## config.mk

```make
export PLATFORM = sky130hd
export DESIGN_NAME = bus_cycle_status_strobes
export DESIGN_NICKNAME = d
export VERILOG_FILES = /design/src/hw/bus_strobe_pkg.sv /design/src/hw/bus_cycle_status_strobes.sv
export SDC_FILE = /design/constraint.sdc
export NUM_CORES = 1
export LEC_CHECK = 0
export BUFFER_PORTS_ARGS = -buffer_cell sky130_fd_sc_hd__buf_4
export CORE_UTILIZATION = 48
export DETAILED_ROUTE_END_ITERATION = 10
export PLACE_DENSITY = 0.88
export SLEW_MARGIN = 40
export SYNTH_ARGS = -nofsm -noshare
export SYNTH_HDL_FRONTEND = slang
export SYNTH_SLANG_ARGS = --single-unit
```

## constraint.sdc

```tcl
create_clock -name core_clk -period 2.41 [get_ports core_clk]
set_input_delay 0.3615 -clock core_clk [delete_from_list [all_inputs] [get_ports core_clk]]
set_output_delay 0.3615 -clock core_clk [all_outputs]
set_load 0.01 [all_outputs]
```

## src/hw/bus_strobe_pkg.sv

```systemverilog
package bus_strobe_pkg;
	// cycle-type codes on the three active-low code lines
	typedef enum logic [2:0] {
		CYC_INTA = 3'h0,
		CYC_IO_RD = 3'h1,
		CYC_IO_WR = 3'h2,
		CYC_HALT = 3'h3,
		CYC_FETCH = 3'h4,
		CYC_MEM_RD = 3'h5,
		CYC_MEM_WR = 3'h6,
		CYC_IDLE = 3'h7
	} cycle_kind_type;
	// bus sequencer states, gray coded along idle-addr-data-done
	typedef enum logic [1:0] {
		ST_IDLE = 2'h0,
		ST_ADDR = 2'h1,
		ST_DATA = 2'h3,
		ST_DONE = 2'h2
	} bus_state_type;
	localparam logic [19:0] UCS_BASE_RESET = 20'hFFC00;
	localparam logic [19:0] UCS_LIMIT_RESET = 20'hFFFFF;
endpackage

```

## src/hw/bus_cycle_status_strobes.sv

```systemverilog
// Behaviour
// - reset indication high while reset, and while reset request input is low.
// - codes 000..011 mean interrupt acknowledge, read I/O, write I/O, halt.
// - codes 100 fetch, 101 memory read, 110 memory write, 111 idle.
// - write strobe low marks valid write data for the addressed device.
// - upper chip select low for memory cycles inside the programmed range.
// - suspend instruction stalls while test input high, resumes when sampled low.
// - read strobe low asks the addressed device to drive data.
// - cycle ends on ready high, unless internal chip select handles it or the cycle is a halt.
// - reset request aborts any cycle at once, outputs go to known states.
`timescale 1ns/1ns
module bus_cycle_status_strobes
(
	input wire logic core_clk,
	input wire logic sys_rst,
	input wire logic reset_req_n,
	input wire logic ready,
	input wire logic test_n,
	input wire logic cyc_start,
	input wire logic [2:0] cyc_kind,
	input wire logic [19:0] cyc_addr,
	input wire logic [19:0] ucs_base,
	input wire logic [19:0] ucs_limit,
	input wire logic ucs_ignore_ready,
	input wire logic suspend_exec,
	output logic cyc_busy,
	output logic cyc_done,
	output logic suspend_stall,
	output logic reset_ind,
	output logic cycle_code_bit0_n,
	output logic cycle_code_bit1_n,
	output logic cycle_code_bit2_n,
	output logic rd_strobe_n,
	output logic wr_strobe_n,
	output logic ucs_sel_n
);
	bus_strobe_pkg::bus_state_type state, next_state;
	logic [2:0] code, next_code;
	logic rd_n, next_rd_n;
	logic wr_n, next_wr_n;
	logic ucs_n, next_ucs_n;
	logic in_rst, next_in_rst;
	wire logic rst_any = sys_rst | ~reset_req_n;

	function automatic logic is_mem(input logic [2:0] k);
	begin
		is_mem = k[2] && (k != bus_strobe_pkg::CYC_IDLE);
	end
	endfunction

	function automatic logic is_write(input logic [2:0] k);
	begin
		is_write = (k == bus_strobe_pkg::CYC_MEM_WR) || (k == bus_strobe_pkg::CYC_IO_WR);
	end
	endfunction

	function automatic logic is_read(input logic [2:0] k);
	begin
		is_read = (k == bus_strobe_pkg::CYC_MEM_RD) || (k == bus_strobe_pkg::CYC_IO_RD)
			|| (k == bus_strobe_pkg::CYC_FETCH) || (k == bus_strobe_pkg::CYC_INTA);
	end
	endfunction

	always_comb
	begin
		next_state = state;
		next_code = code;
		next_rd_n = rd_n;
		next_wr_n = wr_n;
		next_ucs_n = ucs_n;
		next_in_rst = 1'b0;
		case (state)
			bus_strobe_pkg::ST_IDLE:
			begin
				next_code = bus_strobe_pkg::CYC_IDLE;
				next_rd_n = 1'b1;
				next_wr_n = 1'b1;
				next_ucs_n = 1'b1;
				if (cyc_start && cyc_kind != bus_strobe_pkg::CYC_IDLE)
				begin
					next_state = bus_strobe_pkg::ST_ADDR;
					next_code = cyc_kind;
					// chip select decoded once at address time, held to cycle end
					next_ucs_n = ~(is_mem(cyc_kind) && cyc_addr >= ucs_base && cyc_addr <= ucs_limit);
				end
			end
			bus_strobe_pkg::ST_ADDR:
			begin
				next_state = bus_strobe_pkg::ST_DATA;
				next_rd_n = ~is_read(code);
				next_wr_n = ~is_write(code);
			end
			bus_strobe_pkg::ST_DATA:
			begin
				// internal select terminates without waiting on ready
				if (ready || (!ucs_n && ucs_ignore_ready) || code == bus_strobe_pkg::CYC_HALT)
				begin
					next_state = bus_strobe_pkg::ST_DONE;
					next_rd_n = 1'b1;
					next_wr_n = 1'b1;
				end
			end
			bus_strobe_pkg::ST_DONE:
			begin
				next_state = bus_strobe_pkg::ST_IDLE;
				next_code = bus_strobe_pkg::CYC_IDLE;
				next_ucs_n = 1'b1;
			end
			default:
			begin
				next_state = bus_strobe_pkg::ST_IDLE;
			end
		endcase
	end

	// reset request acts asynchronously so an open cycle is cut at once
	always_ff @(posedge core_clk or posedge rst_any)
	begin
		if (rst_any)
		begin
			state <= bus_strobe_pkg::ST_IDLE;
			code <= bus_strobe_pkg::CYC_IDLE;
			rd_n <= 1'b1;
			wr_n <= 1'b1;
			ucs_n <= 1'b1;
			in_rst <= 1'b1;
		end
		else
		begin
			state <= next_state;
			code <= next_code;
			rd_n <= next_rd_n;
			wr_n <= next_wr_n;
			ucs_n <= next_ucs_n;
			in_rst <= next_in_rst;
		end
	end

	assign reset_ind = in_rst;
	assign {cycle_code_bit2_n, cycle_code_bit1_n, cycle_code_bit0_n} = code;
	assign rd_strobe_n = rd_n;
	assign wr_strobe_n = wr_n;
	assign ucs_sel_n = ucs_n;
	assign cyc_busy = (state != bus_strobe_pkg::ST_IDLE);
	assign cyc_done = (state == bus_strobe_pkg::ST_DONE);
	// test input taken as synchronous; stall is combinational so resume costs no cycle
	assign suspend_stall = suspend_exec && test_n;

	rst_ind_a: assert property (@(posedge core_clk) !reset_req_n |-> reset_ind)
		else $error("reset indication low during reset request");

	idle_quiet_a: assert property (@(posedge core_clk) disable iff (rst_any)
		state == bus_strobe_pkg::ST_IDLE |-> code == 3'h7 && rd_strobe_n && wr_strobe_n && ucs_sel_n)
		else $error("idle bus not quiet");

	code_load_a: assert property (@(posedge core_clk) disable iff (rst_any)
		state == bus_strobe_pkg::ST_IDLE && cyc_start && cyc_kind != 3'h7 |=> code == $past(cyc_kind))
		else $error("cycle code not driven");

	fetch_code_a: assert property (@(posedge core_clk) disable iff (rst_any)
		state == bus_strobe_pkg::ST_IDLE && cyc_start && cyc_kind == 3'h4
		|=> {cycle_code_bit2_n, cycle_code_bit1_n, cycle_code_bit0_n} == 3'h4)
		else $error("fetch code wrong");

	wr_strobe_a: assert property (@(posedge core_clk) disable iff (rst_any)
		!wr_strobe_n |-> code == 3'h6 || code == 3'h2)
		else $error("write strobe outside write cycle");

	rd_strobe_a: assert property (@(posedge core_clk) disable iff (rst_any)
		state == bus_strobe_pkg::ST_ADDR && (code == 3'h5 || code == 3'h1) |=> !rd_strobe_n)
		else $error("read strobe missing");

	ucs_range_a: assert property (@(posedge core_clk) disable iff (rst_any)
		state == bus_strobe_pkg::ST_IDLE && cyc_start && cyc_kind == 3'h5
		&& cyc_addr >= ucs_base && cyc_addr <= ucs_limit |=> !ucs_sel_n)
		else $error("upper select not asserted in range");

	ready_wait_a: assert property (@(posedge core_clk) disable iff (rst_any)
		state == bus_strobe_pkg::ST_DATA && !ready && !(!ucs_n && ucs_ignore_ready)
		&& code != 3'h3 |=> state == bus_strobe_pkg::ST_DATA)
		else $error("cycle ended without ready");

	stall_a: assert property (@(posedge core_clk) suspend_exec && test_n |-> suspend_stall)
		else $error("suspend did not stall");

	abort_a: assert property (@(posedge core_clk) $fell(reset_req_n) |=> state == bus_strobe_pkg::ST_IDLE
		&& rd_strobe_n && wr_strobe_n)
		else $error("cycle not aborted");

	rst_release_a: assert property (@(posedge core_clk) disable iff (rst_any)
		reset_ind |=> !reset_ind)
		else $error("reset indication held after release");

	done_pulse_a: assert property (@(posedge core_clk) disable iff (rst_any)
		cyc_done |=> !cyc_done && state == bus_strobe_pkg::ST_IDLE)
		else $error("done not a single pulse");

	// a start while busy is dropped, not queued
	busy_refuse_a: assert property (@(posedge core_clk) disable iff (rst_any)
		state == bus_strobe_pkg::ST_DATA && cyc_start |=> state != bus_strobe_pkg::ST_ADDR)
		else $error("start taken while busy");

	halt_end_a: assert property (@(posedge core_clk) disable iff (rst_any)
		state == bus_strobe_pkg::ST_DATA && code == 3'h3 |=> state == bus_strobe_pkg::ST_DONE)
		else $error("halt cycle waited");

	ucs_miss_a: assert property (@(posedge core_clk) disable iff (rst_any)
		state == bus_strobe_pkg::ST_IDLE && cyc_start && cyc_kind inside {3'h4, 3'h5, 3'h6}
		&& (cyc_addr < ucs_base || cyc_addr > ucs_limit) |=> ucs_sel_n)
		else $error("upper select asserted out of range");

	ucs_hold_a: assert property (@(posedge core_clk) disable iff (rst_any)
		state == bus_strobe_pkg::ST_DATA |=> $stable(ucs_sel_n))
		else $error("upper select moved mid cycle");

	// covers for the main scenarios
	mem_rd_c: cover property (@(posedge core_clk) disable iff (rst_any) !rd_strobe_n && !ucs_sel_n);
	wait_c: cover property (@(posedge core_clk) disable iff (rst_any) state == bus_strobe_pkg::ST_DATA && !ready);
	io_wr_c: cover property (@(posedge core_clk) disable iff (rst_any) !wr_strobe_n && code == 3'h2);
	halt_c: cover property (@(posedge core_clk) disable iff (rst_any) state == bus_strobe_pkg::ST_DATA && code == 3'h3);
	ucs_skip_c: cover property (@(posedge core_clk) disable iff (rst_any) cyc_done && !ucs_sel_n && ucs_ignore_ready);
endmodule // bus_cycle_status_strobes

```

* Word level (Yosys, flattened, before mapping)
Cells that the tools add are included.
Storage, ports and cells: memory bits (writable) 0, memories 0, bits in read-only memories 0, register bits 9, bits of input ports 71, output and inout port bits 10, logic and storage cells 55, latch bits 0
Cells by class: $add $sub $neg 0, reduce and logical (&&, ||, !) cells 20, multiplexer cells 10, bitwise logic cells 5, $mul 0, equal/unequal tests 12, shifts and indexed selects 0, div/mod/pow operators 0, order comparisons 2
Operators with widths (number):
- 20-bit greater-or-equal comparator | 1
- 20-bit <= comparator | 1
- 3-bit == test (second input constant) | 3
- 2-bit one-hot mux with 4 select lines | 1
- 3-bit by 2-bit == test with 1-bit output (second input constant) | 2
- 1-bit logical AND | 6
- 1-bit logical OR | 6
- 1-bit one-hot mux with 3 select lines | 2
- 3-bit one-hot mux with 2 select lines | 1
- 2-bit == test (second input constant) | 2
- 2-bit two-way mux | 2
- 2-bit inequality test (second input constant) | 2
- 1-bit inverter | 4
- 2-bit AND reduction | 2
- 2-bit nonzero test | 2
- 3-bit by 1-bit == test with 1-bit output (second input constant) | 1
- 3-bit zero test | 1
- 3-bit two-way mux | 1
- 3-bit inequality test (second input constant) | 1
- 3-bit nonzero test | 1
- 2-bit by 1-bit == test with 1-bit output (second input constant) | 1
- 2-bit zero test | 1
- 1-bit two-way mux | 2
- 1-bit one-hot mux with 2 select lines | 1
- 2 further kinds | 2

* Depth between registers and ports, before layout
Gate-level depths: netlist (run 1).
depth after elaboration 7, depth in mapped cells 8, gate-level depth less buffers 8

* Least setup slack after synthesis (run 1)
Ideal clock, no wire load.
path kind input-to-reg, start point in ucs_limit[10], end point reg ucs_n (netlist: ucs_sel_n), cell stages on the path 8, path buffers 0, path slack 456 ps, setup time 87 ps, data arrival time 1867 ps, required time 2323 ps, path through inv_1 -> ha_1 -> a21oi_2 -> nand2_1 -> a221o_1 -> a221o_1 -> a2111oi_2 -> a2bb2oi_1
Between the ends: longest elaborated chain between the ends 5
Ends and longest elaborated chain:
- start, declared | line bus_cycle_status_strobes.sv:23 | input wire logic [19:0] ucs_limit,
- 20-bit <= comparator | line bus_cycle_status_strobes.sv:84 | next_ucs_n = ~(is_mem(cyc_kind) && cyc_addr >= ucs_base && cyc_addr <= ucs_limit);
- 1-bit logical AND | line bus_cycle_status_strobes.sv:84
- 1-bit inverter | line bus_cycle_status_strobes.sv:84
- 1-bit two-way mux | line bus_cycle_status_strobes.sv:79 | if (cyc_start && cyc_kind != bus_strobe_pkg::CYC_IDLE)
- 1-bit one-hot mux with 2 select lines | line bus_cycle_status_strobes.sv:72 | case (state)
- end signal, assigned | line bus_cycle_status_strobes.sv:134 | ucs_n <= next_ucs_n;
- end, declared | line bus_cycle_status_strobes.sv:41 | logic ucs_n, next_ucs_n;
No other way between the ends. A chain may end at the register's enable or synchronous reset.

* Final worst setup path (run 1)
start point in cyc_addr[10], end point reg ucs_n (netlist: ucs_sel_n)
Between the ends: longest elaborated chain between the ends 6, elaborated cells between the ends (all ways) 7, those cells by class order compare: 2; mux: 2; bitwise: 1; reduce/logical: 2
Ends and longest elaborated chain:
- start, declared | line bus_cycle_status_strobes.sv:21 | input wire logic [19:0] cyc_addr,
- 20-bit greater-or-equal comparator | line bus_cycle_status_strobes.sv:84
- 1-bit logical AND | line bus_cycle_status_strobes.sv:84
- 1-bit logical AND * | line bus_cycle_status_strobes.sv:84
- 1-bit inverter * | line bus_cycle_status_strobes.sv:84
- 1-bit two-way mux * | line bus_cycle_status_strobes.sv:79
- 1-bit one-hot mux with 2 select lines * | line bus_cycle_status_strobes.sv:72
Every way passes the cells marked *; elsewhere a longest branch is shown, timed or not.

==> results by group, run 1 <==
CTS
  – CTS tree: yes
  – Clk sinks: 9
  – PostCTS Resize Cnt: 0
  – H-tree depth: 1
  – CTS Hold Buffers Added: 0
  – Setup repair bufs after CTS: 0
  – Worst-path clk slew: 0.06 ns
  – Clk_lat worst skew: 0.27 ns
  – CTS Root Cell: clkbuf_4
  – Worst-case clock buffer depth: 2
  – Num CTS Buffers: 3

Timing
  – Final WS setup: 0.5370 ns
  – Fmax: 0.5339 GHz
  – Pins Over Slew Limit: 0
  – Crit path time final: 1.873 ns
  – Final hold vios: 0
  – Setup Viol. Count Final: 0
  – Final worst-path cycle share: 77.72%
  – Final hold slack: 0.1250 ns
  – RSZ-0062 raised after global routing: false
  – Setup Total Neg Slack: 0 ns
  – Clock Skews: 0.0009653 ns

Status
  – Outcome: completed

Global route
  – GR Util met2: 40.96%
  – Grt ovf: 0
  – Met1 Usage GRT: 27.01%
  – Number of global-route vias before repair: 1516
  – Global-route usage over all layers: 22.51%
  – Largest net degree at the start of global routing: 13
  – Initial antenna violation count: 0
  – GR Util met3: 2.791%
  – GRT busiest layer: met2
  – First-pass GRT wire length: 5754 microns

Drt
  – Routed wire length: 3289 microns
  – Via count: 1502
  – Via/cell ratio: 5.144
  – DRC: 0
  – DR pass1 iterations: 6
  – Post-route ant nets: 0
  – Initial DRC count: 17
  – WL/cell: 11.26 microns

Placement
  – Placed instance count: 288
  – Gpl congestion: 0.8154
  – Port bufs: 80
  – DP Wirelength: 2934 microns
  – Worst Setup Slack post-DPL: 0.2396 ns

Pwr
  – Power per Cell Area: 411.5 nW/um^2
  – Pwr Total: 0.8440 mW
  – Maximum VDD drop: 0.5308 mV
  – Leak: 1.235 nW

Floorplanning
  – Die span in x: 55.84 microns
  – IO Pins: 81
  – Initial Util: 50.45%
  – Std cell rows: 19
  – Core area: 2758 sq um
  – Die height: 55.84 microns
  – Die Footprint: 3118 sq um

Setup path
  – CP Launch Type: input port
  – Crit path max-delay family: compound AO/OA/AOI/OAI gates
  – CP endpoint kind: flip-flop
  – WS Path Type: input port to flip-flop
  – CP max stage delay: 0.35 ns
  – Most frequent CP cell: a221o_1
  – Worst path cell trace: buf_4 -> ha_1 -> a21oi_2 -> nand2_1 -> a221o_1 -> a221o_1 -> a2111oi_2 -> a2bb2oi_1
  – Reg2reg path depth: 5
  – Critical path arrival: 2.06 ns
  – Slowest CP cell: a221o_1
  – Buf/Inv on CP: 1
  – Worst R2R Setup Slack: 0.57 ns
  – Critical path depth: 8
  – WP data required: 2.60 ns
  – CP max FO: 3

Final layout
  – Synth-to-layout area growth: 47.39%
  – FF/Latch Area: 234.0 sq um
  – Post-route insts no fill: 292
  – Nets@finish: 373
  – Layout fillers: 240
  – Multi-input logic area: 978.4 sq um
  – Share of post-route cells with drive strength above 1: 35.63%
  – Antenna diodes: 0

Yosys
  – Sequential fraction of the synthesis area: 16.82%
  – Ys async rst share: 100.0%
  – Post-Synthesis Net Count: 290
  – Mapped cell area: 1391 sq um
  – Cell count after synthesis: 179
  – Yosys warnings: 0
  – Post-synth EDFFs: 0
  – Netlist cell types: 36
  – Top FF cell, synth: dfstp_2
  – #FFs+latches synth: 9
  – Syn_area_per_cell: 7.773 sq um

Hold path
  – Hold Crit Class: input port to asynchronous set/reset pin

Run
  – Number of max-cap violations: 0
==> power breakdown <==
group | switching (mW) | internal (mW) | total, mW
Clock | 0.0551 | 0.0640 | 0.119
Sequential | 0.0566 | 0.217 | 0.274
Combinational | 0.212 | 0.239 | 0.451
==> state kept, by name, indices dropped and copies added, names as in the netlist <==
register	count
code	3
rd_strobe_n	1
reset_ind	1
state	2
ucs_sel_n	1
wr_strobe_n	1
==> final timing paths <==
| kind | from | end |
|---|---|---|
| setup reg to reg | state[0] | rd_strobe_n |
| hold / removal | reset_req_n | state[1] |
| min in group core_clk | cyc_kind[0] | code[0] |
| hold reg to reg | code[2] | code[2] |
| setup / recovery | cyc_addr[10] | ucs_sel_n |
| max in group asynchronous | sys_rst | reset_ind |
==> stage by stage <==
step / cell area, sq um / utilization, %
final: 2051 / 74.36
after detailed placement: 2022 / 73.32
after global placement: 2022 / 73.32
after global routing: 2051 / 74.36
after floorplan: 1391 / -
after CTS: 2048 / 74.27
==> layer usage <==
metal	part of all wire, %	vias up
met5	0	-
li1	-	778
met1	42	667
met2	50	50
met3	6.1	7
met4	1.9	0
==> area by class of cell <==
cell class / count / area share [%]
Timing Repair Buffer: 80 / 29.29
Sequential cell: 9 / 11.41
Multi-Input combinational cell: 122 / 47.71
Clock buffer: 4 / 1.281
Inverter: 46 / 8.420
Tap cell: 31 / 1.891
==> cells by family after synthesis <==
family	count (synthesis)	share of synthesized area, %
AO/OA/AOI/OAI	39	19.43
other	1	0.2695
adder cells (fa/ha/maj)	40	35.97
AND/OR/NAND/NOR	42	14.48
buffers and inverters	48	13.04
flip-flops	9	16.82
==> cell usage after synthesis, types with 2 or more instances <==
master | instances | area, sq um
and4_1 | 2 | 17.52
dfrtp_1 | 2 | 50.05
a21oi_1 | 16 | 80.08
a221o_1 | 3 | 30.03
inv_1 | 46 | 172.7
nand3_1 | 5 | 25.02
ha_1 | 40 | 500.5
dfstp_2 | 7 | 183.9
nand4_1 | 3 | 18.77
nor2_1 | 6 | 22.52
nor2b_1 | 2 | 12.51
nand2_1 | 16 | 60.06
nor3_1 | 4 | 20.02
o21ai_0 | 3 | 15.01
a21o_1 | 3 | 22.52
==> layout by cell type (no fill, tap or decap), drive strengths merged, types with 2 or more instances in the layout <==
cell type	Yosys	final
ha	40	40
nand4	3	3
nor2	6	6
nand3	5	5
nor2b	2	2
buf	1	80
clkbuf	1	4
dfrtp	2	2
inv	46	46
nand2	16	16
dfstp	7	7
a21o	3	3
nor3	4	4
a221o	3	3
a21oi	17	17
and4	2	2
o21ai	3	3
Power figures use the tool's default switching activity.
==> run 2: changes to the inputs <==
--- a/config.mk
+++ b/config.mk
@@ -6,9 +6,9 @@
 export NUM_CORES = 1
 export LEC_CHECK = 0
 export BUFFER_PORTS_ARGS = -buffer_cell sky130_fd_sc_hd__buf_4
-export CORE_UTILIZATION = 48
+export CORE_UTILIZATION = 40
 export DETAILED_ROUTE_END_ITERATION = 10
-export PLACE_DENSITY = 0.88
+export PLACE_DENSITY = 0.78
 export SLEW_MARGIN = 40
 export SYNTH_ARGS = -nofsm -noshare
 export SYNTH_HDL_FRONTEND = slang
==> constraint.sdc (replaced) <==
create_clock -name core_clk -period 1.6 [get_ports core_clk]
set_input_delay 0.24 -clock core_clk [delete_from_list [all_inputs] [get_ports core_clk]]
set_output_delay 0.24 -clock core_clk [all_outputs]
set_load 0.01 [all_outputs]
==> run 2 against run 1 <==
  * The flow now finishes with violations (setup timing)
  * Utilization fell by 0.65 points
  * Clock-buffer cell count is the same
  * Via count is 5.9% higher
  * Critical path depth is the same
  * Wire length increased by 13%
  * Highest routed layer unchanged
==> results by group, run 2 (synthesized netlist as in run 1, its figures left out) <==
Global route
  – Initial antenna violation count: 0
  – Global-route usage over all layers: 20.35%
  – Number of global-route vias before repair: 1511
  – Largest net degree at the start of global routing: 12
  – First-pass GRT wire length: 5754 microns
  – Grt ovf: 0

CTS
  – Clk sinks: 9
  – Num CTS Buffers: 3
  – H-tree depth: 1
  – CTS Root Cell: clkbuf_4
  – Clk_lat worst skew: 0.26 ns
  – Worst-path clk slew: 0.07 ns
  – CTS tree: yes
  – Worst-case clock buffer depth: 2

Placement
  – Placed instance count: 322
  – DP Wirelength: 3128 microns
  – Port bufs: 80
  – Gpl congestion: 0.7728
  – Worst Setup Slack post-DPL: -0.4186 ns
  – DP Area: 2288 sq um

Timing
  – Setup Total Neg Slack: -0.04005 ns
  – RSZ-0062 raised after global routing: true
  – Final worst-path cycle share: 102.5%
  – Fmax: 0.6097 GHz
  – Clock Skews: 0.003619 ns
  – Final hold slack: 0.02388 ns
  – Final hold vios: 0
  – Setup Viol. Count Final: 1
  – Pins Over Slew Limit: 0
  – Crit path time final: 1.640 ns
  – Final WS setup: -0.04005 ns

Final layout
  – Commonest non-fill, non-tap cell in the layout: buf_4
  – Top flop regs: code: 3 flops, state: 2 flops
  – Fin area: 2460 sq um
  – Synth-to-layout area growth: 76.80%
  – Max reg flops: 3
  – Antenna diodes: 0
  – Most flops, register: code
  – Most frequent cells in the layout: buf_4, inv_1, ha_1
  – Nets@finish: 395
  – Post-route insts no fill: 329
  – Share of post-route cells with drive strength above 1: 50.53%

Floorplanning
  – IO Pins: 81
  – Die Footprint: 3718 sq um
  – Core area: 3337 sq um
  – Die height: 60.98 microns
  – Std cell rows: 21
  – Die span in x: 60.98 microns
  – Initial Util: 41.69%

Pwr
  – Power per Cell Area: 571.4 nW/um^2
  – Maximum VDD drop: 0.6385 mV
  – Leak: 1.345 nW

Drt
  – Via count: 1590
  – DR pass1 iterations: 6
  – Initial DRC count: 30
  – DRC: 0
  – Via/cell ratio: 4.833
  – Post-route ant nets: 0
  – WL/cell: 11.31 microns
  – Routed wire length: 3721 microns

Setup path
  – CP endpoint kind: flip-flop
  – Reg2reg start: state[1]
  – Critical path arrival: 1.82 ns
  – WS Path Type: input port to flip-flop
  – WP data required: 1.78 ns
  – Worst reg2reg endpoint: wr_strobe_n
  – Reg2reg path depth: 6
  – Worst R2R Setup Slack: 0.08 ns
  – CP max FO: 2
  – CP Launch Type: input port
  – Crit path from: cyc_addr[14]
  – Worst Setup EP: ucs_sel_n

Status
  – Outcome: complete, but fails checks
  – Failing checks: setup timing

Run
  – Number of max-cap violations: 0

Hold path
  – Hold Crit Class: input port to asynchronous set/reset pin
## run 2: layout make-up
class	instances	area [sq um]
flip-flops and latches	9	234.0
fillers	258	877.1
inverters	46	185.2
clock buffers	4	26.28
well taps	46	57.56
repair buffers	102	798.3
multi-input cells	122	1159
## run 2: how the worst min path moves through the flow
stage / slack (ns) / to / cells after the start / from
floorplan: 0.23 / state[0] / 1 / sys_rst
global placement: 0.28 / state[1] / 3 / reset_req_n
detailed placement: 0.28 / state[0] / 3 / reset_req_n
CTS: 0.01 / state[0] / 3 / sys_rst
global route: 0.05 / state[1] / 3 / sys_rst
finish: 0.02 / state[0] / 3 / sys_rst
## run 2: where the power goes
part	internal (mW)	total [mW]	switching (mW)
logic	0.455	0.848	0.393
registers	0.328	0.378	0.0501
clock network	0.0963	0.180	0.0840
total	0.879	1.41	0.527
## run 2: worst max-delay path, cell delays in order
cell	delay [ns]
buf_4	0.12
ha_1	0.30
nand2_2	0.08
o21ai_1	0.07
a221o_1	0.32
a221o_1	0.28
a2111oi_2	0.29
a2bb2oi_1	0.11
## run 2: through the flow
| step | utilization (%) | total power, mW |
|---|---|---|
| global route | 73.72 | 1.526 |
| global placement | 68.58 | 1.161 |
| finish | 73.72 | 1.406 |
| floorplan | - | 0.7889 |
| detailed placement | 68.58 | 1.179 |
| CTS | 73.60 | 1.404 |
## run 2: timing repair
item,4_1_cts,5_1_grt
endpoints found under the setup margin,1,1
gates cloned,0,0
hold buffers,1,0
resized for setup,23,1
pin swaps,15,0
endpoints found under the hold margin,2,0
buffers inserted,2,0
## run 2: per-layer routing
layer,vias to the layer above,track usage (%),share of wire [%]
li1,824,-,-
met1,703,22.83,40
met2,61,41.13,54
met3,2,2.132,5.4
met4,0,3.571,0.21
met5,-,0,0
==> run 3: changes to the inputs <==
--- a/config.mk
+++ b/config.mk
@@ -6,7 +6,9 @@
 export NUM_CORES = 1
 export LEC_CHECK = 0
 export BUFFER_PORTS_ARGS = -buffer_cell sky130_fd_sc_hd__buf_4
-export CORE_UTILIZATION = 40
+export CELL_PAD_IN_SITES_DETAIL_PLACEMENT = 0
+export CELL_PAD_IN_SITES_GLOBAL_PLACEMENT = 1
+export CORE_UTILIZATION = 27
 export DETAILED_ROUTE_END_ITERATION = 10
 export PLACE_DENSITY = 0.78
 export SLEW_MARGIN = 40
==> run 3 against run 2 <==
  * The run still ends with setup timing left
  * Critical path depth decreased by 1
  * Register-to-register slack improved by 0.06 ns
  * Sequential power about the same
  * Global-route usage decreased by 7.2 points
  * Flip-flop and latch count unchanged
  * First-iteration DRC count increased by 13%
  * Clock-buffer cell count unchanged
  * Die area increased by 46%
  * Non-clock buffer count decreased by 3
  * Critical path type unchanged
  * Highest routed layer is now met3
==> results by group, run 3 (synthesized netlist as in run 1, its figures left out) <==
CTS
  – H-tree depth: 1
  – CTS Hold Buffers Added: 0
  – Clk_lat worst skew: 0.23 ns
  – CTS Root Cell: clkbuf_8
  – Worst-case clock buffer depth: 2
  – Setup repair bufs after CTS: 0
  – CTS tree: yes
  – Clk sinks: 9
  – Worst-path clk slew: 0.04 ns
  – Num CTS Buffers: 3

Placement
  – Placed instance count: 343
  – Port bufs: 80
  – DP Wirelength: 3196 microns
  – Gpl congestion: 0.7525

Setup path
  – Reg2reg path depth: 5
  – Slowest CP cell: a221o_1
  – Crit path from: cyc_addr[11]
  – Crit path max-delay family: compound AO/OA/AOI/OAI gates
  – Most frequent CP cell: a221o_1
  – CP max stage delay: 0.34 ns
  – Critical path depth: 7
  – Worst path cell trace: buf_4 -> ha_4 -> and4_1 -> a221o_1 -> a221o_1 -> a2111oi_4 -> a2bb2oi_1
  – Buf/Inv on CP: 1
  – WS Path Type: input port to flip-flop
  – CP Launch Type: input port
  – WP data required: 1.74 ns
  – CP max FO: 2
  – Critical path arrival: 1.82 ns
  – Reg2reg start: state[1]
  – CP endpoint kind: flip-flop

Drt
  – WL/cell: 10.66 microns
  – Initial DRC count: 34
  – Routed wire length: 3698 microns
  – Via/cell ratio: 4.441
  – DRC: 0
  – Via count: 1541
  – DR pass1 iterations: 4
  – Post-route ant nets: 0

Pwr
  – Maximum VDD drop: 0.7532 mV
  – Leak: 1.342 nW
  – Pwr Total: 1.496 mW
  – Power per Cell Area: 592.9 nW/um^2

Timing
  – Fmax: 0.5963 GHz
  – Final WS setup: -0.07689 ns
  – Final worst-path cycle share: 104.8%
  – Final hold slack: 0.03233 ns
  – Clock Skews: 0.003680 ns
  – Final hold vios: 0
  – Pins Over Slew Limit: 0
  – Setup Viol. Count Final: 1
  – Crit path time final: 1.677 ns
  – RSZ-0062 raised after global routing: true

Final layout
  – FF/Latch Area: 234.0 sq um
  – Multi-input logic area: 1212 sq um
  – Post-route insts no fill: 347
  – Most frequent cells in the layout: buf_4, inv_1, ha_1
  – Nets@finish: 392
  – Max reg flops: 3
  – Commonest non-fill, non-tap cell in the layout: buf_4
  – Synth-to-layout area growth: 81.30%
  – Share of post-route cells with drive strength above 1: 51.07%
  – Antenna diodes: 0
  – Top flop regs: code: 3 flops, state: 2 flops
  – Layout fillers: 462
  – Most flops, register: code

Global route
  – Largest net degree at the start of global routing: 12
  – Initial antenna violation count: 0
  – Global-route usage over all layers: 13.16%
  – Number of global-route vias before repair: 1392
  – Grt ovf: 0
  – First-pass GRT wire length: 5637 microns

Floorplanning
  – Std cell rows: 25
  – IO Pins: 81
  – Die Footprint: 5444 sq um
  – Core area: 4848 sq um
  – Die height: 73.79 microns
  – Die span in x: 73.79 microns
  – Initial Util: 28.70%

Run
  – Number of max-cap violations: 0

Hold path
  – Hold Crit Class: input port to asynchronous set/reset pin

Status
  – Failing checks: setup timing
  – Outcome: complete, but fails checks
## run 3: cell types whose count changed in the layout (fill, tap and decap cells not counted), sizes merged
cell         change
dlygate4sd3      -1
buf              -2
## run 3: path summary, 6_finish.rpt
path,to,slack [ns]
hold / removal,state[1],0.03
max in group asynchronous,wr_strobe_n,1.33
min in group core_clk,code[1],0.30
setup reg to reg,rd_strobe_n,0.14
setup / recovery,ucs_sel_n,-0.08
hold reg to reg,state[0],0.49
## run 3: metal layers
metal | routed length (microns) | share of wire (%) | track usage (%) | vias to the layer above
li1 | - | - | - | 811
met3 | 217 | 5.9 | 2.058 | 0
met1 | 1616 | 44 | 16.94 | 678
met5 | 0 | 0 | 0 | -
met4 | 0 | 0 | 1.282 | 0
met2 | 1864 | 50 | 23.75 | 52
## run 3: metrics by stage
stage	cell area (sq um)	TNS (ns)	util, %	setup WS, ns
final	2522	-0.07689	52.03	-0.07689
after global routing	2522	-0.1432	52.03	-0.1432
after CTS	2476	-0.1173	51.07	-0.1173
after detailed placement	2315	-0.4606	47.74	-0.4606
after global placement	2315	-0.4270	47.74	-0.4270
after floorplan	1496	-0.1931	-	-0.1931
## run 3: layout make-up
type	instances	share of cell area (%)
inverters	46	7.341
well taps	67	3.323
repair buffers	99	30.21
flip-flops and latches	9	9.276
multi-input cells	122	48.07
clock buffers	4	1.786
## run 3: report_power, final
part | total (mW) | internal [mW] | switching, mW
Clock | 0.257 | 0.173 | 0.0837
Combinational | 0.860 | 0.456 | 0.405
Sequential | 0.378 | 0.328 | 0.0500
## run 3: what timing repair did
action / 4_1_cts / 5_1_grt
endpoints found under the setup margin: 1 / 1
pin swaps: 16 / 6
resized for setup: 19 / 6
endpoints found under the hold margin: 0 / 0
## run 3: worst register-to-register path, cell delays in order, from the launching register on
cell      delay, ns
dfrtp_1        0.36
inv_1          0.09
or3_1          0.37
a311oi_1       0.27
nor2_1         0.11
o32a_1         0.18
